File: config.mk
export PLATFORM = sky130hd
export DESIGN_NAME = msic_bank
export DESIGN_NICKNAME = d
export VERILOG_FILES = /design/src/logic/msic_pkg.sv /design/src/logic/msic_bank.sv
export SDC_FILE = /design/constraint.sdc
export NUM_CORES = 1
export LEC_CHECK = 0
export BUFFER_PORTS_ARGS = -buffer_cell sky130_fd_sc_hd__buf_4
export CAP_MARGIN = 20
export CORE_MARGIN = 2
export CORE_UTILIZATION = 60
export CTS_BUF_LIST = sky130_fd_sc_hd__clkbuf_8 sky130_fd_sc_hd__clkbuf_16
export CTS_CLUSTER_DIAMETER = 200
export DETAILED_ROUTE_END_ITERATION = 6
export GPL_TIMING_DRIVEN = 0
export PLACE_DENSITY_LB_ADDON = 0.12
export RECOVER_POWER = 25
export SYNTH_ARGS = -nofsm -noshare
export SYNTH_HDL_FRONTEND = slang
export SYNTH_SLANG_ARGS = --single-unit
export TNS_END_PERCENT = 10
File: constraint.sdc
create_clock -name i_core_clk -period 3.3 [get_ports i_core_clk]
set_clock_uncertainty 0.15 [all_clocks]
set_input_delay 0.825 -clock i_core_clk [delete_from_list [all_inputs] [get_ports i_core_clk]]
set_output_delay 0.825 -clock i_core_clk [all_outputs]
set_load 0.05 [all_outputs]
File: src/logic/msic_pkg.sv
// Constants and carrier types for the MAC statistics and interrupt bank.
// Assumes one core clock, a synchronous active-high reset and a plain
// register port with read data one cycle after the read strobe.
//
// How it works
// - A main MAC interrupt source reaches the CPU only while its enable is set.
// - Enable bits: 9 link, 8 overflow, 7 tx early, 4 tx done, 3..0 rx.
// - Overflow summary appears as main status bit 8, cleared on read, enabled by bit 8.
// - A counter status bit sets when its counter's top bit becomes one.
// - Reading a counter clears its counter status bit.
// - Counters saturate at 255 or 65535 instead of wrapping.
// - Counter status bits: 11 underrun, 10 late coll, 9 tx, 8 fifo, 7 desc, 5..0 rx.
// - Counter enable register mirrors status layout; each bit gates its status bit into the overflow summary.
// - Reading a counter returns its value then clears it.
// - Offset 50h holds a 16-bit good receive count, clear on read.
// - Offset 52h holds broadcast count high byte, multicast count low byte.
// - Offset 54h holds runt count high byte, CRC error count low byte.
// - Offset 56h holds long packet count low byte; upper byte reserved.
// - Offset 58h holds FIFO full count high, no-descriptor loss count low.
// - Offset 5Ah holds a 16-bit good transmit count, clear on read.
// - Offset 5Ch holds underrun drop count high, late collision count low.
// - Offset 5Eh holds tx pause count high, rx pause count low.
// - Four 16-bit hash words at 60h upward, read/write, reset zero.
`default_nettype none

package msic_pkg;

	// ------------------------------------------------------------
	// Register offsets
	// ------------------------------------------------------------
	localparam logic [7:0] MSIC_OFF_MAC_IRQ_EN  = 8'h40;
	localparam logic [7:0] MSIC_OFF_CNT_IRQ_ST  = 8'h44;
	localparam logic [7:0] MSIC_OFF_CNT_IRQ_EN  = 8'h48;
	localparam logic [7:0] MSIC_OFF_MAIN_ST     = 8'h4c;
	localparam logic [7:0] MSIC_OFF_RX_GOOD     = 8'h50;
	localparam logic [7:0] MSIC_OFF_BC_MC       = 8'h52;
	localparam logic [7:0] MSIC_OFF_RUNT_CRC    = 8'h54;
	localparam logic [7:0] MSIC_OFF_LONG        = 8'h56;
	localparam logic [7:0] MSIC_OFF_FIFO_DESC   = 8'h58;
	localparam logic [7:0] MSIC_OFF_TX_GOOD     = 8'h5a;
	localparam logic [7:0] MSIC_OFF_DROP_LC     = 8'h5c;
	localparam logic [7:0] MSIC_OFF_PAUSE       = 8'h5e;
	localparam logic [7:0] MSIC_OFF_HASH0       = 8'h60;
	localparam logic [7:0] MSIC_OFF_HASH1       = 8'h62;
	localparam logic [7:0] MSIC_OFF_HASH2       = 8'h64;
	localparam logic [7:0] MSIC_OFF_HASH3       = 8'h66;

	// ------------------------------------------------------------
	// Field layouts and reset values
	// ------------------------------------------------------------
	localparam logic [15:0] MSIC_MAC_EN_MASK    = 16'h039f;
	localparam logic [15:0] MSIC_CNT_MASK       = 16'h0fbf;
	localparam int          MSIC_BIT_OVF        = 8;
	localparam logic [15:0] MSIC_RST_VAL        = 16'h0000;

	// Counter status bit positions
	localparam int MSIC_CI_RX_GOOD  = 0;
	localparam int MSIC_CI_MCAST    = 1;
	localparam int MSIC_CI_BCAST    = 2;
	localparam int MSIC_CI_CRC      = 3;
	localparam int MSIC_CI_RUNT     = 4;
	localparam int MSIC_CI_LONG     = 5;
	localparam int MSIC_CI_NO_DESC  = 7;
	localparam int MSIC_CI_FIFO     = 8;
	localparam int MSIC_CI_TX_GOOD  = 9;
	localparam int MSIC_CI_LATE     = 10;
	localparam int MSIC_CI_UNDERRUN = 11;

	// Counter slot indices
	localparam int MSIC_NCNT        = 14;
	localparam int MSIC_K_RX_GOOD   = 0;
	localparam int MSIC_K_MCAST     = 1;
	localparam int MSIC_K_BCAST     = 2;
	localparam int MSIC_K_CRC       = 3;
	localparam int MSIC_K_RUNT      = 4;
	localparam int MSIC_K_LONG      = 5;
	localparam int MSIC_K_NO_DESC   = 6;
	localparam int MSIC_K_FIFO      = 7;
	localparam int MSIC_K_TX_GOOD   = 8;
	localparam int MSIC_K_LATE      = 9;
	localparam int MSIC_K_UNDERRUN  = 10;
	localparam int MSIC_K_RX_PAUSE  = 11;
	localparam int MSIC_K_TX_PAUSE  = 12;
	localparam int MSIC_K_SPARE     = 13;

	// ------------------------------------------------------------
	// Carriers
	// ------------------------------------------------------------
	typedef struct packed {
		logic [7:0]  addr;
		logic [15:0] wdata;
		logic        wr;
		logic        rd;
	} msic_bus_s;

	typedef struct packed {
		logic rx_good;
		logic rx_mcast;
		logic rx_bcast;
		logic rx_crc_err;
		logic rx_runt;
		logic rx_long;
		logic rx_no_desc;
		logic rx_fifo_full;
		logic tx_good;
		logic tx_late_coll;
		logic tx_underrun;
		logic rx_pause;
		logic tx_pause;
	} msic_evt_s;

	// Main interrupt sources, bit-aligned with the enable register
	typedef logic [15:0] msic_word_t;

endpackage

`default_nettype wire

File: src/logic/msic_bank.sv
// MAC interrupt enables, counter overflow status and statistics counters.
// Assumes event pulses and main interrupt sources on the core clock and a
// register master that never asserts read and write together.
`default_nettype none

module msic_bank (
	input  wire logic                  i_core_clk,
	input  wire logic                  i_rst,
	input  wire msic_pkg::msic_bus_s   i_bus,
	input  wire msic_pkg::msic_evt_s   i_evt,
	input  wire msic_pkg::msic_word_t  i_irq_src,
	output logic [15:0]                o_rdata,
	output logic                       o_irq,
	output logic [63:0]                o_hash
);
	import msic_pkg::*;

	// ------------------------------------------------------------
	// Helpers
	// ------------------------------------------------------------
	function automatic logic [15:0] sat_inc(input logic [15:0] v,
		input logic [15:0] max);
		sat_inc = (v == max) ? v : v + 16'h0001;
	endfunction

	function automatic logic hit(input msic_bus_s b, input logic [7:0] a);
		hit = b.rd && (b.addr == a);
	endfunction

	// ------------------------------------------------------------
	// Control registers
	// ------------------------------------------------------------
	logic [15:0] mac_irq_enable_reg;
	logic [15:0] counter_irq_enable_reg;
	logic [15:0] counter_irq_status_reg;
	logic [15:0] main_status_reg;
	logic [15:0] hash_reg [4];
	logic [15:0] cnt_reg [MSIC_NCNT];
	logic [15:0] rdata_reg;
	logic        irq_reg;

	always_ff @(posedge i_core_clk) begin
		if (i_rst) begin
			mac_irq_enable_reg     <= MSIC_RST_VAL;
			counter_irq_enable_reg <= MSIC_RST_VAL;
		end else if (i_bus.wr) begin
			if (i_bus.addr == MSIC_OFF_MAC_IRQ_EN)
				mac_irq_enable_reg <= i_bus.wdata & MSIC_MAC_EN_MASK;
			if (i_bus.addr == MSIC_OFF_CNT_IRQ_EN)
				counter_irq_enable_reg <= i_bus.wdata & MSIC_CNT_MASK;
		end
	end

	always_ff @(posedge i_core_clk) begin
		if (i_rst) begin
			for (int h = 0; h < 4; h++)
				hash_reg[h] <= MSIC_RST_VAL;
		end else if (i_bus.wr && i_bus.addr >= MSIC_OFF_HASH0
			&& i_bus.addr <= MSIC_OFF_HASH3 && !i_bus.addr[0]) begin
			hash_reg[i_bus.addr[2:1]] <= i_bus.wdata;
		end
	end

	// ------------------------------------------------------------
	// Counters
	// ------------------------------------------------------------
	logic [MSIC_NCNT-1:0] inc;
	logic [MSIC_NCNT-1:0] clr;
	logic [MSIC_NCNT-1:0] wide;

	always_comb begin
		inc = '0;
		inc[MSIC_K_RX_GOOD]  = i_evt.rx_good;
		inc[MSIC_K_MCAST]    = i_evt.rx_mcast;
		inc[MSIC_K_BCAST]    = i_evt.rx_bcast;
		inc[MSIC_K_CRC]      = i_evt.rx_crc_err;
		inc[MSIC_K_RUNT]     = i_evt.rx_runt;
		inc[MSIC_K_LONG]     = i_evt.rx_long;
		inc[MSIC_K_NO_DESC]  = i_evt.rx_no_desc;
		inc[MSIC_K_FIFO]     = i_evt.rx_fifo_full;
		inc[MSIC_K_TX_GOOD]  = i_evt.tx_good;
		inc[MSIC_K_LATE]     = i_evt.tx_late_coll;
		inc[MSIC_K_UNDERRUN] = i_evt.tx_underrun;
		inc[MSIC_K_RX_PAUSE] = i_evt.rx_pause;
		inc[MSIC_K_TX_PAUSE] = i_evt.tx_pause;
		wide = '0;
		wide[MSIC_K_RX_GOOD] = 1'b1;
		wide[MSIC_K_TX_GOOD] = 1'b1;
		clr = '0;
		clr[MSIC_K_RX_GOOD]  = hit(i_bus, MSIC_OFF_RX_GOOD);
		clr[MSIC_K_MCAST]    = hit(i_bus, MSIC_OFF_BC_MC);
		clr[MSIC_K_BCAST]    = hit(i_bus, MSIC_OFF_BC_MC);
		clr[MSIC_K_CRC]      = hit(i_bus, MSIC_OFF_RUNT_CRC);
		clr[MSIC_K_RUNT]     = hit(i_bus, MSIC_OFF_RUNT_CRC);
		clr[MSIC_K_LONG]     = hit(i_bus, MSIC_OFF_LONG);
		clr[MSIC_K_NO_DESC]  = hit(i_bus, MSIC_OFF_FIFO_DESC);
		clr[MSIC_K_FIFO]     = hit(i_bus, MSIC_OFF_FIFO_DESC);
		clr[MSIC_K_TX_GOOD]  = hit(i_bus, MSIC_OFF_TX_GOOD);
		clr[MSIC_K_LATE]     = hit(i_bus, MSIC_OFF_DROP_LC);
		clr[MSIC_K_UNDERRUN] = hit(i_bus, MSIC_OFF_DROP_LC);
		clr[MSIC_K_RX_PAUSE] = hit(i_bus, MSIC_OFF_PAUSE);
		clr[MSIC_K_TX_PAUSE] = hit(i_bus, MSIC_OFF_PAUSE);
	end

	always_ff @(posedge i_core_clk) begin
		if (i_rst) begin
			for (int k = 0; k < MSIC_NCNT; k++)
				cnt_reg[k] <= MSIC_RST_VAL;
		end else begin
			for (int k = 0; k < MSIC_NCNT; k++) begin
				if (clr[k])
					cnt_reg[k] <= {15'h0000, inc[k]};
				else if (inc[k])
					cnt_reg[k] <= sat_inc(cnt_reg[k],
						wide[k] ? 16'hffff : 16'h00ff);
			end
		end
	end

	// ------------------------------------------------------------
	// Overflow status
	// ------------------------------------------------------------
	logic [15:0] msb_now;
	logic [15:0] cnt_clr;

	always_comb begin
		msb_now = '0;
		msb_now[MSIC_CI_RX_GOOD]  = cnt_reg[MSIC_K_RX_GOOD][15];
		msb_now[MSIC_CI_MCAST]    = cnt_reg[MSIC_K_MCAST][7];
		msb_now[MSIC_CI_BCAST]    = cnt_reg[MSIC_K_BCAST][7];
		msb_now[MSIC_CI_CRC]      = cnt_reg[MSIC_K_CRC][7];
		msb_now[MSIC_CI_RUNT]     = cnt_reg[MSIC_K_RUNT][7];
		msb_now[MSIC_CI_LONG]     = cnt_reg[MSIC_K_LONG][7];
		msb_now[MSIC_CI_NO_DESC]  = cnt_reg[MSIC_K_NO_DESC][7];
		msb_now[MSIC_CI_FIFO]     = cnt_reg[MSIC_K_FIFO][7];
		msb_now[MSIC_CI_TX_GOOD]  = cnt_reg[MSIC_K_TX_GOOD][15];
		msb_now[MSIC_CI_LATE]     = cnt_reg[MSIC_K_LATE][7];
		msb_now[MSIC_CI_UNDERRUN] = cnt_reg[MSIC_K_UNDERRUN][7];
		cnt_clr = '0;
		cnt_clr[MSIC_CI_RX_GOOD]  = clr[MSIC_K_RX_GOOD];
		cnt_clr[MSIC_CI_MCAST]    = clr[MSIC_K_MCAST];
		cnt_clr[MSIC_CI_BCAST]    = clr[MSIC_K_BCAST];
		cnt_clr[MSIC_CI_CRC]      = clr[MSIC_K_CRC];
		cnt_clr[MSIC_CI_RUNT]     = clr[MSIC_K_RUNT];
		cnt_clr[MSIC_CI_LONG]     = clr[MSIC_K_LONG];
		cnt_clr[MSIC_CI_NO_DESC]  = clr[MSIC_K_NO_DESC];
		cnt_clr[MSIC_CI_FIFO]     = clr[MSIC_K_FIFO];
		cnt_clr[MSIC_CI_TX_GOOD]  = clr[MSIC_K_TX_GOOD];
		cnt_clr[MSIC_CI_LATE]     = clr[MSIC_K_LATE];
		cnt_clr[MSIC_CI_UNDERRUN] = clr[MSIC_K_UNDERRUN];
	end

	// Msb level sets the bit; a counter read clears it with the counter
	always_ff @(posedge i_core_clk) begin
		if (i_rst)
			counter_irq_status_reg <= MSIC_RST_VAL;
		else
			counter_irq_status_reg <= ((counter_irq_status_reg | msb_now)
				& ~cnt_clr) & MSIC_CNT_MASK;
	end

	logic ovf_any;
	assign ovf_any = |(counter_irq_status_reg & counter_irq_enable_reg);

	// Main status: sources and overflow, cleared on read, set wins
	logic [15:0] src_now;
	always_comb begin
		src_now = i_irq_src & MSIC_MAC_EN_MASK;
		src_now[MSIC_BIT_OVF] = ovf_any;
	end

	always_ff @(posedge i_core_clk) begin
		if (i_rst)
			main_status_reg <= MSIC_RST_VAL;
		else if (hit(i_bus, MSIC_OFF_MAIN_ST))
			main_status_reg <= src_now;
		else
			main_status_reg <= main_status_reg | src_now;
	end

	always_ff @(posedge i_core_clk) begin
		if (i_rst)
			irq_reg <= 1'b0;
		else
			irq_reg <= |(main_status_reg & mac_irq_enable_reg);
	end

	// ------------------------------------------------------------
	// Read data
	// ------------------------------------------------------------
	always_ff @(posedge i_core_clk) begin
		if (i_rst) begin
			rdata_reg <= MSIC_RST_VAL;
		end else if (i_bus.rd) begin
			case (i_bus.addr)
				MSIC_OFF_MAC_IRQ_EN: rdata_reg <= mac_irq_enable_reg;
				MSIC_OFF_CNT_IRQ_ST: rdata_reg <= counter_irq_status_reg;
				MSIC_OFF_CNT_IRQ_EN: rdata_reg <= counter_irq_enable_reg;
				MSIC_OFF_MAIN_ST:    rdata_reg <= main_status_reg;
				MSIC_OFF_RX_GOOD:    rdata_reg <= cnt_reg[MSIC_K_RX_GOOD];
				MSIC_OFF_BC_MC:      rdata_reg <= {cnt_reg[MSIC_K_BCAST][7:0],
					cnt_reg[MSIC_K_MCAST][7:0]};
				MSIC_OFF_RUNT_CRC:   rdata_reg <= {cnt_reg[MSIC_K_RUNT][7:0],
					cnt_reg[MSIC_K_CRC][7:0]};
				MSIC_OFF_LONG:       rdata_reg <= {8'h00,
					cnt_reg[MSIC_K_LONG][7:0]};
				MSIC_OFF_FIFO_DESC:  rdata_reg <= {cnt_reg[MSIC_K_FIFO][7:0],
					cnt_reg[MSIC_K_NO_DESC][7:0]};
				MSIC_OFF_TX_GOOD:    rdata_reg <= cnt_reg[MSIC_K_TX_GOOD];
				MSIC_OFF_DROP_LC:    rdata_reg <= {cnt_reg[MSIC_K_UNDERRUN][7:0],
					cnt_reg[MSIC_K_LATE][7:0]};
				MSIC_OFF_PAUSE:      rdata_reg <= {cnt_reg[MSIC_K_TX_PAUSE][7:0],
					cnt_reg[MSIC_K_RX_PAUSE][7:0]};
				MSIC_OFF_HASH0:      rdata_reg <= hash_reg[0];
				MSIC_OFF_HASH1:      rdata_reg <= hash_reg[1];
				MSIC_OFF_HASH2:      rdata_reg <= hash_reg[2];
				MSIC_OFF_HASH3:      rdata_reg <= hash_reg[3];
				default:             rdata_reg <= 16'h0000;
			endcase
		end else begin
			rdata_reg <= 16'h0000;
		end
	end

	assign o_rdata = rdata_reg;
	assign o_irq   = irq_reg;
	assign o_hash  = {hash_reg[3], hash_reg[2], hash_reg[1], hash_reg[0]};

	// ------------------------------------------------------------
	// Assertions
	// ------------------------------------------------------------
	property p_irq_gated;
		@(posedge i_core_clk) disable iff (i_rst)
		o_irq |-> |($past(main_status_reg) & $past(mac_irq_enable_reg));
	endproperty
	a_irq_gated: assert property (p_irq_gated)
		else $error("interrupt without enabled source");

	property p_en_reserved;
		@(posedge i_core_clk) disable iff (i_rst)
		(mac_irq_enable_reg & ~MSIC_MAC_EN_MASK) == 16'h0000;
	endproperty
	a_en_reserved: assert property (p_en_reserved)
		else $error("reserved enable bit set");

	property p_ovf_main;
		@(posedge i_core_clk) disable iff (i_rst)
		ovf_any |=> main_status_reg[MSIC_BIT_OVF];
	endproperty
	a_ovf_main: assert property (p_ovf_main)
		else $error("overflow not reported in main status");

	property p_msb_sets;
		@(posedge i_core_clk) disable iff (i_rst)
		($rose(cnt_reg[MSIC_K_LONG][7]) && !clr[MSIC_K_LONG])
			|-> counter_irq_status_reg[MSIC_CI_LONG]
			or ##1 counter_irq_status_reg[MSIC_CI_LONG];
	endproperty
	a_msb_sets: assert property (p_msb_sets)
		else $error("status bit missed counter top bit");

	property p_sat8;
		@(posedge i_core_clk) disable iff (i_rst)
		(cnt_reg[MSIC_K_CRC] == 16'h00ff && !clr[MSIC_K_CRC])
			|=> cnt_reg[MSIC_K_CRC] == 16'h00ff;
	endproperty
	a_sat8: assert property (p_sat8)
		else $error("8-bit counter wrapped");

	property p_rd_clear;
		@(posedge i_core_clk) disable iff (i_rst)
		clr[MSIC_K_TX_GOOD] |=>
			cnt_reg[MSIC_K_TX_GOOD] == {15'h0000, $past(inc[MSIC_K_TX_GOOD])};
	endproperty
	a_rd_clear: assert property (p_rd_clear)
		else $error("counter not cleared on read");

	property p_rd_value;
		@(posedge i_core_clk) disable iff (i_rst)
		hit(i_bus, MSIC_OFF_RX_GOOD) |=> o_rdata == $past(cnt_reg[0]);
	endproperty
	a_rd_value: assert property (p_rd_value)
		else $error("read data mismatch");

	property p_summary;
		@(posedge i_core_clk) disable iff (i_rst)
		|(counter_irq_status_reg & counter_irq_enable_reg)
			|=> main_status_reg[MSIC_BIT_OVF];
	endproperty
	a_summary: assert property (p_summary)
		else $error("summary missing");

	property p_rd_clr_status;
		@(posedge i_core_clk) disable iff (i_rst)
		clr[MSIC_K_LONG] |=> !counter_irq_status_reg[MSIC_CI_LONG];
	endproperty
	a_rd_clr_status: assert property (p_rd_clr_status)
		else $error("status bit kept after counter read");

	property p_clr_inc;
		@(posedge i_core_clk) disable iff (i_rst)
		(clr[MSIC_K_LONG] && inc[MSIC_K_LONG])
			|=> cnt_reg[MSIC_K_LONG] == 16'h0001;
	endproperty
	a_clr_inc: assert property (p_clr_inc)
		else $error("increment lost at read clear");

	property p_sat16;
		@(posedge i_core_clk) disable iff (i_rst)
		(cnt_reg[MSIC_K_TX_GOOD] == 16'hffff && !clr[MSIC_K_TX_GOOD])
			|=> cnt_reg[MSIC_K_TX_GOOD] == 16'hffff;
	endproperty
	a_sat16: assert property (p_sat16)
		else $error("16-bit counter wrapped");

	property p_cnt_en_reserved;
		@(posedge i_core_clk) disable iff (i_rst)
		(counter_irq_enable_reg & ~MSIC_CNT_MASK) == 16'h0000;
	endproperty
	a_cnt_en_reserved: assert property (p_cnt_en_reserved)
		else $error("reserved counter enable bit set");

	property p_st_reserved;
		@(posedge i_core_clk) disable iff (i_rst)
		(counter_irq_status_reg & ~MSIC_CNT_MASK) == 16'h0000;
	endproperty
	a_st_reserved: assert property (p_st_reserved)
		else $error("reserved counter status bit set");

	property p_hash_wr;
		@(posedge i_core_clk) disable iff (i_rst)
		(i_bus.wr && i_bus.addr == MSIC_OFF_HASH0)
			|=> o_hash[15:0] == $past(i_bus.wdata);
	endproperty
	a_hash_wr: assert property (p_hash_wr)
		else $error("hash word not written");

	c_rd_inc: cover property (@(posedge i_core_clk)
		clr[MSIC_K_LONG] && inc[MSIC_K_LONG]);
	c_ovf_main: cover property (@(posedge i_core_clk)
		main_status_reg[MSIC_BIT_OVF]);
	c_sat16: cover property (@(posedge i_core_clk)
		cnt_reg[MSIC_K_TX_GOOD] == 16'hffff);
	c_irq: cover property (@(posedge i_core_clk) o_irq);
	c_sat: cover property (@(posedge i_core_clk)
		cnt_reg[MSIC_K_RUNT] == 16'h00ff);

endmodule

`default_nettype wire

==> metrics.md <==
| Metric | Value |
|---|---|
| Initial cell density of the core | 61.30% |
| Areal power density over the cells | 503.5 nW/µm² |
| Yosys cell types | 65 |
| Via-per-instance ratio | 6.434 |
| Final Hold Violating Endpoints | 0 |
| Clock tree from TritonCTS | done |
| Placement Rows | 61 |
| Num ports | 138 |
| Area added between synthesis and finish | 12.42% |
| Detailed placement HPWL | 38.08 mm |
| Routed wire length on met3 | 5.858 mm |
| Number of remaining DRC errors | 0 |
| Number of pins with negative max-slew slack in the final report | 0 |
| Flops & latches, synth | 327 |
| Cell chain of the critical path | buf_2 -> clkbuf_1 -> clkbuf_1 -> a21o_1 |
| Count of H-tree levels built during CTS | 2 |
| Detailed-route wire length per cell | 23.90 µm |
| Area share of the largest cell type after synthesis | 47.57% |
| Path class of the lowest-slack min-delay path | reg2reg |
| Net count of the mapped netlist | 1,691 |
| Total routed wire length on the met1 layer | 20.78 mm |
| Arrival time at the worst endpoint | 3.27 ns |
| Kind of end point of the critical path | flip-flop |
| RD Place Congestion | 1.006 |
| Startpoint of the worst setup timing path | i_rst |
| Cts bufs inserted | 35 |
| Clock Root Buffer | sky130_fd_sc_hd__clkbuf_16 |
| Design area | 19,300 µm² |
| Critical path start-end classification | in2reg |
| WP data required | 3.29 ns |
| Wire length of the first global-routing pass | 77.69 mm |
| Achievable clock frequency | 304.7 MHz |
| Post-CTS setup buffers | 0 |
| Gr usage total | 33.90% |
| VDD IR-drop max | 0.4026 mV |
| Met2 wirelength from detailed routing | 23.22 mm |
| Wire length after detailed routing | 52.20 mm |
| Number of antenna violations at the first check in global routing | 0 |
| Floorplan Core Area | 28,010 µm² |
| Horizontal die dimension | 173.2 µm |
| CTS Hold Bufs | 0 |
| Proportion of layout cells with a drive suffix above 1 | 9.081% |
| Top flip-flop cell by instance count after synthesis | sky130_fd_sc_hd__edfxtp_1 |
| Count of buffer and inverter cells on the critical path | 3 |
| Non-filler instance count after layout | 2,184 |
| Vias post-DR | 14,050 |
| Critical Path Slowest Stage Cell | sky130_fd_sc_hd__clkbuf_1 |
| Final worst hold slack | 0.3369 ns |
| Remaining Overflow, GRT | 0 |
| Commonest cells after routing, fill and taps aside | 272 x sky130_fd_sc_hd__edfxtp_1, 260 x sky130_fd_sc_hd__nor2_1, 167 x sky130_fd_sc_hd__nand2_1, 111 x sky130_fd_sc_hd__clkbuf_1, 108 x sky130_fd_sc_hd__nand3_1 |
| Slew of the pin with the lowest slew margin | 1.060 ns |
| Unrepaired setup endpoints after global routing | false |
| Count of final setup violators | 0 |
| Number of maximum-capacitance violations | 0 |
| Proportion of register bits with asynchronous set or reset after synthesis | 0% |
| Yosys warning total | 0 |
| Final standard cell utilization of the core | 68.92% |
| Highest routed layer | met4 |
| Flip-flop count of the largest register after layout | 208 |
| Max-slew headroom | 29.05% |
| Final antenna-violating net count | 0 |
| Count of nets after finishing | 1,852 |
| Count of clock tree sinks | 327 |
| Multi-input gate area | 7380 µm² |
| Combined area of all synthesized cells | 17,170 µm² |
| Combined flip-flop and latch cell area | 9269 µm² |
| FILL cells | 2,253 |
| Clock transition time at the flip-flop clock pins of the worst setup and hold paths | 0.06 ns |
| Crit start category | input port |
| Post-synthesis sequential area ratio | 53.98% |
| Largest net degree at the start of global routing | 17 |
| Outcome | finished clean |
| Cell type with the largest total area after synthesis | sky130_fd_sc_hd__edfxtp_1 |
| Post-Route Setup TNS | 0 ns |
| Cell total after placement | 2,123 |
| Clock Tree Buf Depth | 3 |
| Fin crit share | 99.45% |
| Post-synth EDFFs | 272 |
| Height of the die | 173.2 µm |
| HP Start | counter_irq_enable_reg[7] |
| Slowest cell delay on critical path | 0.80 ns |
| Static leakage | 6.803 nW |
| Count of antenna diodes in the layout | 0 |
| Most repeated library cell on the critical path | sky130_fd_sc_hd__clkbuf_1 |
| Time the worst path needs with I/O delays and setup | 3.282 ns |
| Violation count after the first detailed-routing iteration | 1,682 |
| Most common cell after layout, fill and taps aside | sky130_fd_sc_hd__edfxtp_1 |
| R2r setup slk | 0.60 ns |
| First-pass detailed-route iteration total | 6 |
| Largest cells by area after synthesis | sky130_fd_sc_hd__edfxtp_1 48%, sky130_fd_sc_hd__dfxtp_1 6.4%, sky130_fd_sc_hd__nor2_1 5.7%, sky130_fd_sc_hd__xor2_1 5.5%, sky130_fd_sc_hd__xnor2_1 3.7% |
| CP Max Fanout | 16 |
| Dominant delay contributor by cell family on the critical path | buffers and inverters |
| Number of cells upsized or downsized after cts | 0 |
| Vias in the first global route | 13,240 |
| Average cell area after synthesis | 10.59 µm² |
| Cells after synthesis | 1,621 |
| Cell area after placement | 18,570 µm² |
| Count of buffers inserted at the top-level ports | 124 |
| Area enclosed by the die boundary | 29,990 µm² |
| Reg-to-reg startpoint | cnt_reg[1][0] |
| Clock insertion delay at the later pin of the skew report | 0.52 ns |
==> worst reg2reg max path, cell delays in order (launching register included) <==
cell,delay [ns]
sky130_fd_sc_hd__edfxtp_1,0.44
sky130_fd_sc_hd__ha_1,0.23
sky130_fd_sc_hd__and3_1,0.21
sky130_fd_sc_hd__and3_1,0.17
sky130_fd_sc_hd__clkbuf_1,0.25
sky130_fd_sc_hd__nand3_1,0.16
sky130_fd_sc_hd__o21ai_0,0.23
sky130_fd_sc_hd__nand2_1,0.45
==> synth_stat cells, types with 27 or more instances <==
master	count
sky130_fd_sc_hd__edfxtp_1	272
sky130_fd_sc_hd__nor2_1	260
sky130_fd_sc_hd__nand2_1	167
sky130_fd_sc_hd__nand3_1	108
sky130_fd_sc_hd__xor2_1	107
sky130_fd_sc_hd__xnor2_1	72
sky130_fd_sc_hd__and3_1	62
sky130_fd_sc_hd__a21oi_1	61
sky130_fd_sc_hd__dfxtp_1	55
sky130_fd_sc_hd__nand4_1	36
sky130_fd_sc_hd__a22oi_1	29
sky130_fd_sc_hd__buf_2	28
sky130_fd_sc_hd__inv_1	28
sky130_fd_sc_hd__mux2i_1	28
sky130_fd_sc_hd__nor4_1	27
==> cell families (layout without fill, tap and decap cells) <==
family                     Yosys count  count (layout)  synth area share [%]
AOI/OAI and AO/OA                  201             201                 7.972
DFF                                327             327                 53.98
buffers and inverters               98             283                 2.878
adders and majority gates           13              13                0.9473
xor gates and xnor gates           179             179                 9.131
and+or+nand+nor                    754             754                 21.42
muxes                               49              49                 3.665
==> power breakdown <==
part           internal (W)  switching [W]
registers           0.00473       0.000315
logic              0.000299       0.000616
clock network       0.00217        0.00159
total               0.00720        0.00252
==> through the flow <==
| step | power, W | worst slack (ns) |
|---|---|---|
| after floorplan | 0.005620 | 0.4696 |
| after global placement | 0.006017 | -0.4112 |
| after detailed placement | 0.006046 | -0.4196 |
| after CTS | 0.009742 | 0.1024 |
| after global routing | 0.009967 | 0.04305 |
| final | 0.009718 | 0.01831 |
==> metal layers <==
metal,GRT usage [%],up-vias
met2,51.75,844
met5,0,-
met1,47.95,6793
met3,6.904,169
li1,-,6246
met4,13.21,0
==> final timing paths <==
path,to,cells past startpoint
max,hash_reg[0][5],4
min,counter_irq_enable_reg[7],2
max reg2reg,cnt_reg[1][13],7
min reg2reg,counter_irq_enable_reg[7],2
==> area by class of cell <==
cell class                      instances  area share [%]
Multi-Input combinational cell       1196           38.23
Inverter                               28          0.5445
Tap cell                              378           2.450
Clock buffer                           44           5.296
Timing Repair Buffer                  124           3.208
Sequential cell                       327           48.02
Buffer                                 70           1.899
Clock inverter                         17          0.3565
Power figures use the tool's default switching activity.
